--- config.mk ---
export PLATFORM = sky130hd
export DESIGN_NAME = mcu8_instruction_execute
export DESIGN_NICKNAME = d
export VERILOG_FILES = /design/src/hw/mcu8_pkg.sv /design/src/hw/mcu8_instruction_execute.sv
export VERILOG_INCLUDE_DIRS = /design/src /design/src/hw
export SDC_FILE = /design/constraint.sdc
export NUM_CORES = 1
export LEC_CHECK = 0
export BUFFER_PORTS_ARGS = -buffer_cell sky130_fd_sc_hd__buf_4
export CORE_MARGIN = 3
export CORE_UTILIZATION = 44
export DETAILED_ROUTE_END_ITERATION = 8
export PLACE_DENSITY_LB_ADDON = 0.1
export SKIP_LAST_GASP = 1
export SLEW_MARGIN = 10
export SYNTH_ARGS = -nofsm -noshare
export SYNTH_HDL_FRONTEND = slang
export SYNTH_SLANG_ARGS = --single-unit
--- constraint.sdc ---
create_clock -name mclk -period 10.3 [get_ports mclk]
set_input_delay 2.06 -clock mclk [delete_from_list [all_inputs] [get_ports mclk]]
set_output_delay 2.06 -clock mclk [all_outputs]
set_load 0.01 [all_outputs]
--- src/hw/mcu8_cfg.svh ---
`ifndef MCU8_CFG_SVH
`define MCU8_CFG_SVH

// register bus offsets (byte addresses)
`define CSR_CTRL     4'h0
`define CSR_STAT     4'h4
`define CSR_CORE     4'h8
`define CSR_PTR      4'hc

// control register fields
`define CTRL_RUN     0
`define CTRL_GIE_CLR 1

// internal system registers in the 0x80..0x87 window
`define SR_BASE      5'h10
`define SR_R         8'h82
`define SR_ZP        8'h83
`define SR_YP        8'h84
`define SR_PAGE      8'h85
`define SR_FLAG      8'h86
`define SR_BANK      8'h87

// flag register bit positions
`define FL_C         0
`define FL_DC        1
`define FL_Z         2

// reset values
`define RST_PC       16'h0000
`define RST_BYTE     8'h00

// extra cycles beyond the first one of an instruction
`define XC_TWO       2'd1
`define XC_NONE      2'd0

`endif

--- src/hw/mcu8_pkg.sv ---
`default_nettype none
package mcu8_pkg;

    // operation codes in instruction bits 13:8 (top bits 00)
    typedef enum logic [5:0] {
        op_nop, op_ld_m, op_st_m, op_bz_ld_m, op_bz_st_m, op_ld_i,
        op_trade, op_bz_trade, op_table_rd,
        op_addc_a, op_addc_m, op_add_a, op_add_m, op_bz_add_m, op_add_i,
        op_subb_a, op_subb_m, op_sub_a, op_sub_m, op_sub_i,
        op_dec_adj, op_product,
        op_and_a, op_and_m, op_and_i, op_or_a, op_or_m, op_or_i,
        op_xor_a, op_xor_m, op_xor_i,
        op_nib_a, op_nib_m, op_rotr_a, op_rotr_m, op_rotl_a, op_rotl_m,
        op_clr_m, op_cmp_i, op_cmp_m, op_inc_a, op_inc_m, op_dec_a,
        op_dec_m, op_ret, op_iret, op_save, op_restore
    } op_t;

    typedef enum logic {st_exec, st_wait} state_t;

endpackage

`default_nettype wire

--- src/hw/mcu8_instruction_execute.sv ---
// Behaviour
// - bank-zero immediate move targets only 0x80..0x87, one cycle, no flags.
// - memory-writing instructions other than plain store and clear add one cycle when operand is data RAM below 0x80.
// - conditional skips add one cycle when the condition holds.
// - additions set carry on eight-bit overflow, clear it otherwise.
// - subtractions clear carry on borrow, set it when no borrow.
// - bank-zero add-to-memory writes sum back, updates carry, 1+N cycles.
// - product puts low byte in accumulator, high in R, two cycles, zero.
// - table read loads R and accumulator from program word at Y:Z, two cycles.
// - decimal adjust converts accumulator to packed decimal in one cycle.
// - compare updates zero and carry, stores nothing, skips when equal.
// - memory increment/decrement write back, skip on zero, 1+N+S cycles.
// - bit tests skip on selected bit zero or one, 1+S cycles.
// - jump loads PC 13:0 from operand, 15:14 from page select, two cycles.
// - call pushes the full 16-bit return address PC+1 then jumps, two cycles.
// - interrupt return restores PC and enables global interrupt, two cycles.
// - save/restore copy accumulator and flags, timeout/power-down bits untouched.
// - bit write alters only the selected bit, 1+N cycles, no flags.
// - nibble exchange swaps halves into accumulator, memory form writes back.
`timescale 1ns/100ps
`default_nettype none
`include "mcu8_cfg.svh"

module mcu8_instruction_execute
    import mcu8_pkg::*;
(
    input  wire logic        mclk,
    input  wire logic        rst,
    input  wire logic [3:0]  avs_address,
    input  wire logic        avs_read,
    input  wire logic        avs_write,
    input  wire logic [31:0] avs_writedata,
    output logic      [31:0] avs_readdata,
    output logic             avs_waitrequest,
    output logic      [15:0] pm_addr,
    input  wire logic [15:0] pm_rdata,
    output logic      [8:0]  dm_addr,
    output logic      [7:0]  dm_wdata,
    output logic             dm_we,
    input  wire logic [7:0]  dm_rdata,
    input  wire logic        timeout_status_bit,
    input  wire logic        power_down_status_bit,
    output logic             gie
);

    // ==========================================================
    // state
    // ==========================================================
    state_t      st_q;
    logic [1:0]  wait_q;
    logic        tbl_q;
    logic [15:0] pc_q;
    logic [7:0]  acc_q;
    logic        c_q;
    logic        dc_q;
    logic        z_q;
    logic [7:0]  r_q;
    logic [7:0]  yp_q;
    logic [7:0]  zp_q;
    logic [1:0]  page_q;
    logic        bank_q;
    logic        gie_q;
    logic        run_q;
    logic [7:0]  sh_acc_q;
    logic [2:0]  sh_fl_q;
    logic [15:0] stk_q [8];
    logic [2:0]  sp_q;
    logic        ack_q;
    logic [31:0] rdata_q;

    // ==========================================================
    // decode
    // ==========================================================
    logic [15:0] iw;
    op_t         op;
    logic        is_jmp, is_call, is_bit, is_bzmi, is_alu, bz;
    logic [7:0]  ea;
    logic        sysr, intl, go;
    logic [7:0]  mrd, flags_v, bmask;

    assign iw      = pm_rdata;
    assign op      = op_t'(iw[13:8]);
    assign is_jmp  = iw[15:14] == 2'b10;
    assign is_call = iw[15:14] == 2'b11;
    assign is_bit  = iw[15:14] == 2'b01;
    assign is_bzmi = iw[15:11] == 5'b00111;
    assign is_alu  = (iw[15:14] == 2'b00) && !is_bzmi;
    assign bz      = is_bzmi || (is_bit && iw[11]) || (is_alu &&
                     (op == op_bz_ld_m || op == op_bz_st_m ||
                      op == op_bz_trade || op == op_bz_add_m));
    // target index is only three bits wide, so nothing outside 0x80..0x87
    assign ea      = is_bzmi ? {`SR_BASE, iw[10:8]} : iw[7:0];
    assign sysr    = ea[7];
    assign intl    = ea[7:3] == `SR_BASE;
    assign bmask   = 8'h01 << iw[10:8];
    assign go      = run_q && (st_q == st_exec);
    assign flags_v = {timeout_status_bit, power_down_status_bit, 3'b000,
                      z_q, dc_q, c_q};

    // operand read: internal window or data memory
    always_comb begin
        if (!intl)                mrd = dm_rdata;
        else if (ea == `SR_R)     mrd = r_q;
        else if (ea == `SR_ZP)    mrd = zp_q;
        else if (ea == `SR_YP)    mrd = yp_q;
        else if (ea == `SR_PAGE)  mrd = {6'h00, page_q};
        else if (ea == `SR_FLAG)  mrd = flags_v;
        else if (ea == `SR_BANK)  mrd = {7'h00, bank_q};
        else                      mrd = `RST_BYTE;
    end

    // ==========================================================
    // execute
    // ==========================================================
    logic        a_we, m_we, c_we, dc_we, z_we, r_we, skip;
    logic        alu, inv, ci, to_m, no_st, push, pop, gie_set;
    logic        save, restore, tbl;
    logic [7:0]  a_d, m_d, r_d, src, opb, res;
    logic        c_n, dc_n, z_n;
    logic [1:0]  xtra;
    logic [15:0] pc_n, prod;
    logic [8:0]  sum;
    logic [4:0]  hsum;

    always_comb begin
        a_we = 1'b0; m_we = 1'b0; c_we = 1'b0; dc_we = 1'b0;
        z_we = 1'b0; r_we = 1'b0; skip = 1'b0; alu = 1'b0;
        inv = 1'b0; ci = 1'b0; to_m = 1'b0; no_st = 1'b0;
        push = 1'b0; pop = 1'b0; gie_set = 1'b0; save = 1'b0;
        restore = 1'b0; tbl = 1'b0;
        a_d = acc_q; m_d = mrd; r_d = r_q; res = acc_q;
        c_n = c_q; dc_n = dc_q; z_n = z_q;
        xtra = `XC_NONE;
        pc_n = pc_q + 16'h0001;
        prod = {8'h00, acc_q} * {8'h00, mrd};
        src = (is_alu && (op == op_ld_i || op == op_add_i || op == op_sub_i ||
               op == op_and_i || op == op_or_i || op == op_xor_i ||
               op == op_cmp_i)) ? iw[7:0] : mrd;
        if (is_jmp || is_call) begin
            pc_n = {page_q, iw[13:0]};
            xtra = `XC_TWO;
            push = is_call;
        end else if (is_bzmi) begin
            m_we = 1'b1;
            m_d  = iw[7:0];
        end else if (is_bit) begin
            case (iw[13:12])
                2'd0: begin m_we = 1'b1; m_d = mrd & ~bmask; end
                2'd1: begin m_we = 1'b1; m_d = mrd | bmask; end
                2'd2: skip = (mrd & bmask) == 8'h00;
                default: skip = (mrd & bmask) != 8'h00;
            endcase
        end else begin
            case (op)
                op_ld_m, op_bz_ld_m: begin
                    a_we = 1'b1; a_d = mrd; z_we = 1'b1; z_n = mrd == 8'h00;
                end
                op_st_m, op_bz_st_m: begin m_we = 1'b1; m_d = acc_q; end
                op_ld_i: begin a_we = 1'b1; a_d = iw[7:0]; end
                op_trade, op_bz_trade: begin
                    a_we = 1'b1; a_d = mrd; m_we = 1'b1; m_d = acc_q;
                end
                op_table_rd: begin tbl = 1'b1; xtra = `XC_TWO; end
                op_addc_a: begin alu = 1'b1; ci = c_q; end
                op_addc_m: begin alu = 1'b1; ci = c_q; to_m = 1'b1; end
                op_add_a, op_add_i: alu = 1'b1;
                op_add_m, op_bz_add_m: begin alu = 1'b1; to_m = 1'b1; end
                op_subb_a: begin alu = 1'b1; inv = 1'b1; ci = c_q; end
                op_subb_m: begin
                    alu = 1'b1; inv = 1'b1; ci = c_q; to_m = 1'b1;
                end
                op_sub_a, op_sub_i: begin alu = 1'b1; inv = 1'b1; ci = 1'b1; end
                op_sub_m: begin
                    alu = 1'b1; inv = 1'b1; ci = 1'b1; to_m = 1'b1;
                end
                op_cmp_i, op_cmp_m: begin
                    alu = 1'b1; inv = 1'b1; ci = 1'b1; no_st = 1'b1;
                end
                op_dec_adj: begin
                    a_we = 1'b1;
                    c_we = 1'b1;
                    c_n  = c_q || (acc_q > 8'h99);
                    a_d  = acc_q + {c_n ? 4'h6 : 4'h0,
                                    (dc_q || acc_q[3:0] > 4'h9) ? 4'h6 : 4'h0};
                end
                op_product: begin
                    a_we = 1'b1; a_d = prod[7:0];
                    r_we = 1'b1; r_d = prod[15:8];
                    z_we = 1'b1; z_n = prod[7:0] == 8'h00;
                    xtra = `XC_TWO;
                end
                op_and_a, op_and_i, op_and_m: res = acc_q & src;
                op_or_a, op_or_i, op_or_m:    res = acc_q | src;
                op_xor_a, op_xor_i, op_xor_m: res = acc_q ^ src;
                op_nib_a: begin a_we = 1'b1; a_d = {mrd[3:0], mrd[7:4]}; end
                op_nib_m: begin m_we = 1'b1; m_d = {mrd[3:0], mrd[7:4]}; end
                op_rotr_a, op_rotr_m: begin
                    res = {c_q, mrd[7:1]}; c_we = 1'b1; c_n = mrd[0];
                end
                op_rotl_a, op_rotl_m: begin
                    res = {mrd[6:0], c_q}; c_we = 1'b1; c_n = mrd[7];
                end
                op_clr_m: begin m_we = 1'b1; m_d = 8'h00; end
                op_inc_a, op_dec_a: begin
                    a_we = 1'b1;
                    a_d  = (op == op_inc_a) ? mrd + 8'h01 : mrd - 8'h01;
                    skip = a_d == 8'h00;
                end
                op_inc_m, op_dec_m: begin
                    m_we = 1'b1;
                    m_d  = (op == op_inc_m) ? mrd + 8'h01 : mrd - 8'h01;
                    skip = m_d == 8'h00;
                end
                op_ret, op_iret: begin
                    pop = 1'b1;
                    pc_n = stk_q[sp_q - 3'd1];
                    xtra = `XC_TWO;
                    gie_set = op == op_iret;
                end
                op_save: save = 1'b1;
                op_restore: restore = 1'b1;
                default: ;
            endcase
            // logic results
            if (op == op_and_a || op == op_and_i || op == op_or_a ||
                op == op_or_i || op == op_xor_a || op == op_xor_i) begin
                a_we = 1'b1; a_d = res; z_we = 1'b1; z_n = res == 8'h00;
            end
            if (op == op_and_m || op == op_or_m || op == op_xor_m) begin
                m_we = 1'b1; m_d = res; z_we = 1'b1; z_n = res == 8'h00;
            end
            if (op == op_rotr_a || op == op_rotl_a) begin a_we = 1'b1; a_d = res; end
            if (op == op_rotr_m || op == op_rotl_m) begin m_we = 1'b1; m_d = res; end
        end
        // shared adder: subtract is a + ~b + ci, so carry out means no borrow
        opb  = inv ? ~src : src;
        sum  = {1'b0, acc_q} + {1'b0, opb} + {8'h00, ci};
        hsum = {1'b0, acc_q[3:0]} + {1'b0, opb[3:0]} + {4'h0, ci};
        if (alu) begin
            c_we = 1'b1; c_n = sum[8];
            z_we = 1'b1; z_n = sum[7:0] == 8'h00;
            dc_we = !no_st; dc_n = hsum[4];
            if (no_st)     skip = sum[7:0] == 8'h00;
            else if (to_m) begin m_we = 1'b1; m_d = sum[7:0]; end
            else           begin a_we = 1'b1; a_d = sum[7:0]; end
        end
        if (skip) begin
            pc_n = pc_q + 16'h0002;
            xtra = xtra + 2'd1;
        end
        // plain stores and clear stay single cycle even into ram
        if (m_we && !sysr && !(is_alu && (op == op_st_m || op == op_bz_st_m ||
            op == op_clr_m))) xtra = xtra + 2'd1;
        if (!go) begin
            a_we = 1'b0; m_we = 1'b0; c_we = 1'b0; dc_we = 1'b0; z_we = 1'b0;
            r_we = 1'b0; push = 1'b0; pop = 1'b0; gie_set = 1'b0;
            save = 1'b0; restore = 1'b0; tbl = 1'b0;
        end
    end

    // memory port; internal window is never sent out
    assign dm_addr  = {bz ? 1'b0 : bank_q, ea};
    assign dm_wdata = m_d;
    assign dm_we    = m_we && !intl;
    // table read borrows the program port during its second cycle
    assign pm_addr  = (st_q == st_wait && tbl_q) ? {yp_q, zp_q} : pc_q;

    // ==========================================================
    // sequencing
    // ==========================================================
    // halting only takes effect at an instruction boundary
    always_ff @(posedge mclk) begin
        if (rst) begin
            st_q <= st_exec; wait_q <= `XC_NONE; tbl_q <= 1'b0; pc_q <= `RST_PC;
        end else if (go) begin
            pc_q  <= pc_n;
            tbl_q <= tbl;
            if (xtra != `XC_NONE) begin
                st_q <= st_wait; wait_q <= xtra;
            end
        end else if (st_q == st_wait) begin
            wait_q <= wait_q - 2'd1;
            if (wait_q == 2'd1) begin st_q <= st_exec; tbl_q <= 1'b0; end
        end
    end

    // return stack wraps silently after eight nested calls
    always_ff @(posedge mclk) begin
        if (rst) begin
            sp_q <= 3'd0;
        end else if (push) begin
            stk_q[sp_q] <= pc_q + 16'h0001;
            sp_q <= sp_q + 3'd1;
        end else if (pop) begin
            sp_q <= sp_q - 3'd1;
        end
    end

    // accumulator and R
    always_ff @(posedge mclk) begin
        if (rst) begin
            acc_q <= `RST_BYTE; r_q <= `RST_BYTE;
        end else if (st_q == st_wait && tbl_q) begin
            acc_q <= pm_rdata[7:0]; r_q <= pm_rdata[15:8];
        end else begin
            if (a_we)    acc_q <= a_d;
            if (restore) acc_q <= sh_acc_q;
            if (r_we)    r_q <= r_d;
            else if (m_we && ea == `SR_R) r_q <= m_d;
        end
    end

    // flags: an explicit flag result beats a store into the flag register
    always_ff @(posedge mclk) begin
        if (rst) begin
            c_q <= 1'b0; dc_q <= 1'b0; z_q <= 1'b0;
        end else begin
            if (m_we && ea == `SR_FLAG) begin
                c_q <= m_d[`FL_C]; dc_q <= m_d[`FL_DC]; z_q <= m_d[`FL_Z];
            end
            if (c_we)  c_q <= c_n;
            if (dc_we) dc_q <= dc_n;
            if (z_we)  z_q <= z_n;
            if (restore) begin
                c_q <= sh_fl_q[`FL_C]; dc_q <= sh_fl_q[`FL_DC]; z_q <= sh_fl_q[`FL_Z];
            end
        end
    end

    // shadow buffers hold no timeout or power-down bit at all
    always_ff @(posedge mclk) begin
        if (rst) begin
            sh_acc_q <= `RST_BYTE; sh_fl_q <= 3'b000;
        end else if (save) begin
            sh_acc_q <= acc_q; sh_fl_q <= {z_q, dc_q, c_q};
        end
    end

    // pointer, page and bank registers in the internal window
    always_ff @(posedge mclk) begin
        if (rst) begin
            yp_q <= `RST_BYTE; zp_q <= `RST_BYTE; page_q <= 2'b00; bank_q <= 1'b0;
        end else if (m_we) begin
            if (ea == `SR_YP)   yp_q <= m_d;
            if (ea == `SR_ZP)   zp_q <= m_d;
            if (ea == `SR_PAGE) page_q <= m_d[1:0];
            if (ea == `SR_BANK) bank_q <= m_d[0];
        end
    end

    // ==========================================================
    // register bus slave
    // ==========================================================
    logic req, take;
    assign req             = avs_read || avs_write;
    assign avs_waitrequest = req && !ack_q;
    assign take            = avs_write && ack_q;
    assign avs_readdata    = rdata_q;
    assign gie             = gie_q;

    // every access answers on its second edge
    always_ff @(posedge mclk) begin
        if (rst) ack_q <= 1'b0;
        else     ack_q <= req && !ack_q;
    end

    // read data captured on the first edge, stands through the second
    always_ff @(posedge mclk) begin
        if (rst) begin
            rdata_q <= 32'h0000_0000;
        end else if (avs_read && !ack_q) begin
            if (avs_address == `CSR_CTRL)
                rdata_q <= {31'h0000_0000, run_q};
            else if (avs_address == `CSR_STAT)
                rdata_q <= {24'h00_0000, sp_q, tbl_q, wait_q, gie_q, st_q == st_wait};
            else if (avs_address == `CSR_CORE)
                rdata_q <= {8'h00, r_q, flags_v, acc_q};
            else if (avs_address == `CSR_PTR)
                rdata_q <= {pc_q, yp_q, zp_q};
            else
                rdata_q <= 32'h0000_0000;
        end
    end

    // run control; interrupt return sets enable and wins over a clear
    always_ff @(posedge mclk) begin
        if (rst) begin
            run_q <= 1'b0; gie_q <= 1'b0;
        end else begin
            if (take && avs_address == `CSR_CTRL) begin
                run_q <= avs_writedata[`CTRL_RUN];
                if (avs_writedata[`CTRL_GIE_CLR]) gie_q <= 1'b0;
            end
            if (gie_set) gie_q <= 1'b1;
        end
    end

endmodule

`default_nettype wire

==> impl_metrics.ini <==
[placement]
dp_hpwl_mm = 52.13
place_congestion = 1.054
port_buffers = 103

[floorplanning]
num_rows = 72
die_height_um = 206.3
die_w_um = 206.3
start_util = 0.4513
dieArea_um2 = 42540
core_area_um2 = 39100
top_level_ports = 134

[clock_network]
cts_post_setup_buffers_inserted = 0
clk_path_buf_depth = 3
ctsHoldBuffers = 0
worstSkewPairLatency_ns = 0.56
path_clk_slew_ns = 0.06
ctsHtreeMaxLevel = 1
cts_made_buffers = 27
root_buffer = clkbuf_16
cts_tree = done
cts_resized = 0
numClockSinks = 235

[grt]
grt_pass1_wl_mm = 105.6
groute.usage.overall = 0.3316
antenna_found_initial = 1
gr-total-overflow = 0
grt_pass1_vias = 16030
grt_max_degree = 76

[detailed_routing]
wl_per_cell_um = 27.01
dr.pass1.iters = 6
drc = 0
ant_nets = 0
drt_iter0_markers = 1984
wl_mm = 71.20
vias = 16810
viasPerCell = 6.377

[critical_path]
r2r_cells = 25
startpoint_type = input pin
crit_path_end_kind = primary output
r2r_start = r_q[2]$_SDFFE_PP0P_
worstPathArrival_ns = 7.46
ff2ff_setup_slack_ns = 3.78
r2r-end = r_q[7]$_SDFFE_PP0P_
critPathMaxFanout = 24
critPathRequiredTime_ns = 8.24
critPathKind = in -> out

[pwr]
clkPwrFrac = 0.423
netSwitchingFraction = 0.2813
seq_power_share = 0.437
p_leak_nw = 7.493
internal_power_w = 0.001611
ir_drop_uv = 160.7
p_switching_w = 0.0006309
finalPower_w = 0.002242
power_frac_comb = 0.140
p_per_area_nw_per_um2 = 112.6

[logic_synthesis]
ys_warn_count = 0
synth_cell_type_count = 103
ys.flop_type = edfxtp_1
synth-seq-cells = 235
synth_edf_count = 128
netlist_instances = 2047
synthArstFlopShare = 0
ys_seq_area_frac = 0.3392
synthesis.area_um2 = 17640
syn-num-nets = 2225
avgSynthCellArea_um2 = 8.620

[min_path]
hold_path_class = reg -> reg
min_to = sh_acc_q[0]$_SDFFE_PP0P_
holdPathStages = 2
worstHoldStart = sh_acc_q[0]$_SDFFE_PP0P_

[sta]
post-route-min-period_ns = 9.519
tightest_slew_ns = 1.142
fin_skew_ns = 0.01186
setup_tns_ns = 0
timing.final.crit_share = 0.9241
setup_viol = 0
rsz0062_at_grt = no
finalMaxSlewViolations = 0
fmax_mhz = 105.1
maxSlewHeadroom = 0.2389
finalHoldViolations = 0

[outcome]
status = finished clean

[final_layout]
area_growth_syn_to_layout_pct = 12.82
drive_above_1_share = 0.1540
final_cell_mix = nand2_1 (257), nor2_1 (238), buf_4 (181), a21oi_1 (148), edfxtp_1 (128)
layout_commonest_cell = nand2_1
fin_nets = 2275

[job]
drv_cap = 0
## worst max-delay path: stages
cell and delay (ns):
buf_4 0.22, or2_1 0.45, nor4_1 0.81, or2_2 0.28
a22o_1 0.16, a31o_1 0.25, inv_4 0.05, nand2_1 0.05
o21ai_0 0.18, xor2_1 0.24, fa_1 0.25, inv_1 0.06
fa_1 0.40, inv_1 0.07, a21oi_1 0.06, o21bai_1 0.16
a21oi_1 0.12, nor2_1 0.14, nor2_1 0.07, xnor2_1 0.58
a22oi_1 0.15, o21ai_1 0.40, buf_4 0.23
## power groups by stage
stage          Combinational (W)  Clock, W  Sequential [W]
2_1_floorplan           0.000179         0         0.00100
3_3_place_gp            0.000302         0         0.00100
3_5_place_dp            0.000302         0         0.00100
4_1_cts                 0.000303  0.000964        0.000980
5_1_grt                 0.000327   0.00100        0.000979
6_report                0.000314  0.000948        0.000980
## registers in the layout (all words and copies together) (netlist names), 2 cells and up
signal / count
page_q: 2
pc_q: 16
acc_q: 8
sh_fl_q: 3
avs_readdata: 32
sp_q: 3
sh_acc_q: 8
zp_q: 8
yp_q: 8
stk_q: 128
wait_q: 2
r_q: 8
## area by class of cell
cell class / instances / area (um^2)
antenna: 1 / 2.502
clock buffer: 31 / 690.7
clock inverter: 18 / 181.4
fill: 3783 / 19190
inverter: 112 / 422.9
multi-input combinational: 1540 / 10620
sequential: 235 / 5987
tap: 518 / 648.1
timing repair buffer: 181 / 1359
## routing by layer
metal,global-route usage,part of all wire
met1,0.4562,0.41
met5,0,0
met2,0.5255,0.46
met4,0.1425,0.053
met3,0.04505,0.083
## through the flow
| stage | instance area (um^2) | cells | setup WS [ns] | utilization | hold slack, ns |
|---|---|---|---|---|---|
| finish | 19910 | 2636 | 0.7813 | 0.5092 | 0.4591 |
| global placement | 19030 | 2586 | 0.9354 | 0.4867 | 0.4414 |
| CTS | 19900 | 2635 | 0.9428 | 0.5090 | 0.4554 |
| detailed placement | 19030 | 2586 | 0.9330 | 0.4867 | 0.4473 |
| floorplan | 17640 | 2047 | 1.810 | - | 0.4353 |
| global route | 19900 | 2635 | 0.6113 | 0.5091 | 0.4837 |
## Yosys cell counts (16+ instances only)
cell type / number / area (um^2)
a21oi_1: 148 / 740.7
a221oi_1: 24 / 210.2
a22oi_1: 38 / 285.3
a311oi_1: 22 / 192.7
a31oi_1: 16 / 100.1
buf_1: 21 / 78.83
clkbuf_1: 115 / 431.7
dfxtp_1: 107 / 2142
edfxtp_1: 128 / 3844
fa_1: 39 / 780.8
ha_1: 73 / 913.4
inv_1: 104 / 390.4
mux2i_1: 40 / 400.4
mux4_2: 33 / 743.2
nand2_1: 257 / 964.7
nand2b_1: 20 / 125.1
nand3_1: 42 / 210.2
nand4_1: 17 / 106.4
nor2_1: 238 / 893.4
nor2b_1: 16 / 100.1
nor3_1: 68 / 340.3
o21ai_0: 106 / 530.5
o22ai_1: 29 / 181.4
xnor2_1: 36 / 315.3
xor2_1: 25 / 219.0
## how the worst max path moves through the flow
stage                      start                  end  slack (ns)  cells after the start
finish              pm_rdata[15]          dm_wdata[6]        0.78                     23
global route        pm_rdata[15]          dm_wdata[6]        0.61                     23
global placement    pm_rdata[15]  r_q[7]$_SDFFE_PP0P_        0.94                     25
CTS                 pm_rdata[15]          dm_wdata[6]        0.94                     23
floorplan            pm_rdata[5]  r_q[7]$_SDFFE_PP0P_        1.81                     28
detailed placement  pm_rdata[15]  r_q[7]$_SDFFE_PP0P_        0.93                     25
## cells by family after synthesis
kind of cell    count (synthesis)  share of synthesized area
fa+ha+maj                     113                    0.09658
simple gates                  745                     0.1922
xor+xnor                       61                    0.03028
mux                            74                    0.06545
compound gates                547                     0.2137
flops                         235                     0.3392
buf+inv                       272                    0.06254
Note: power is estimated with default switching activity, not from simulation.
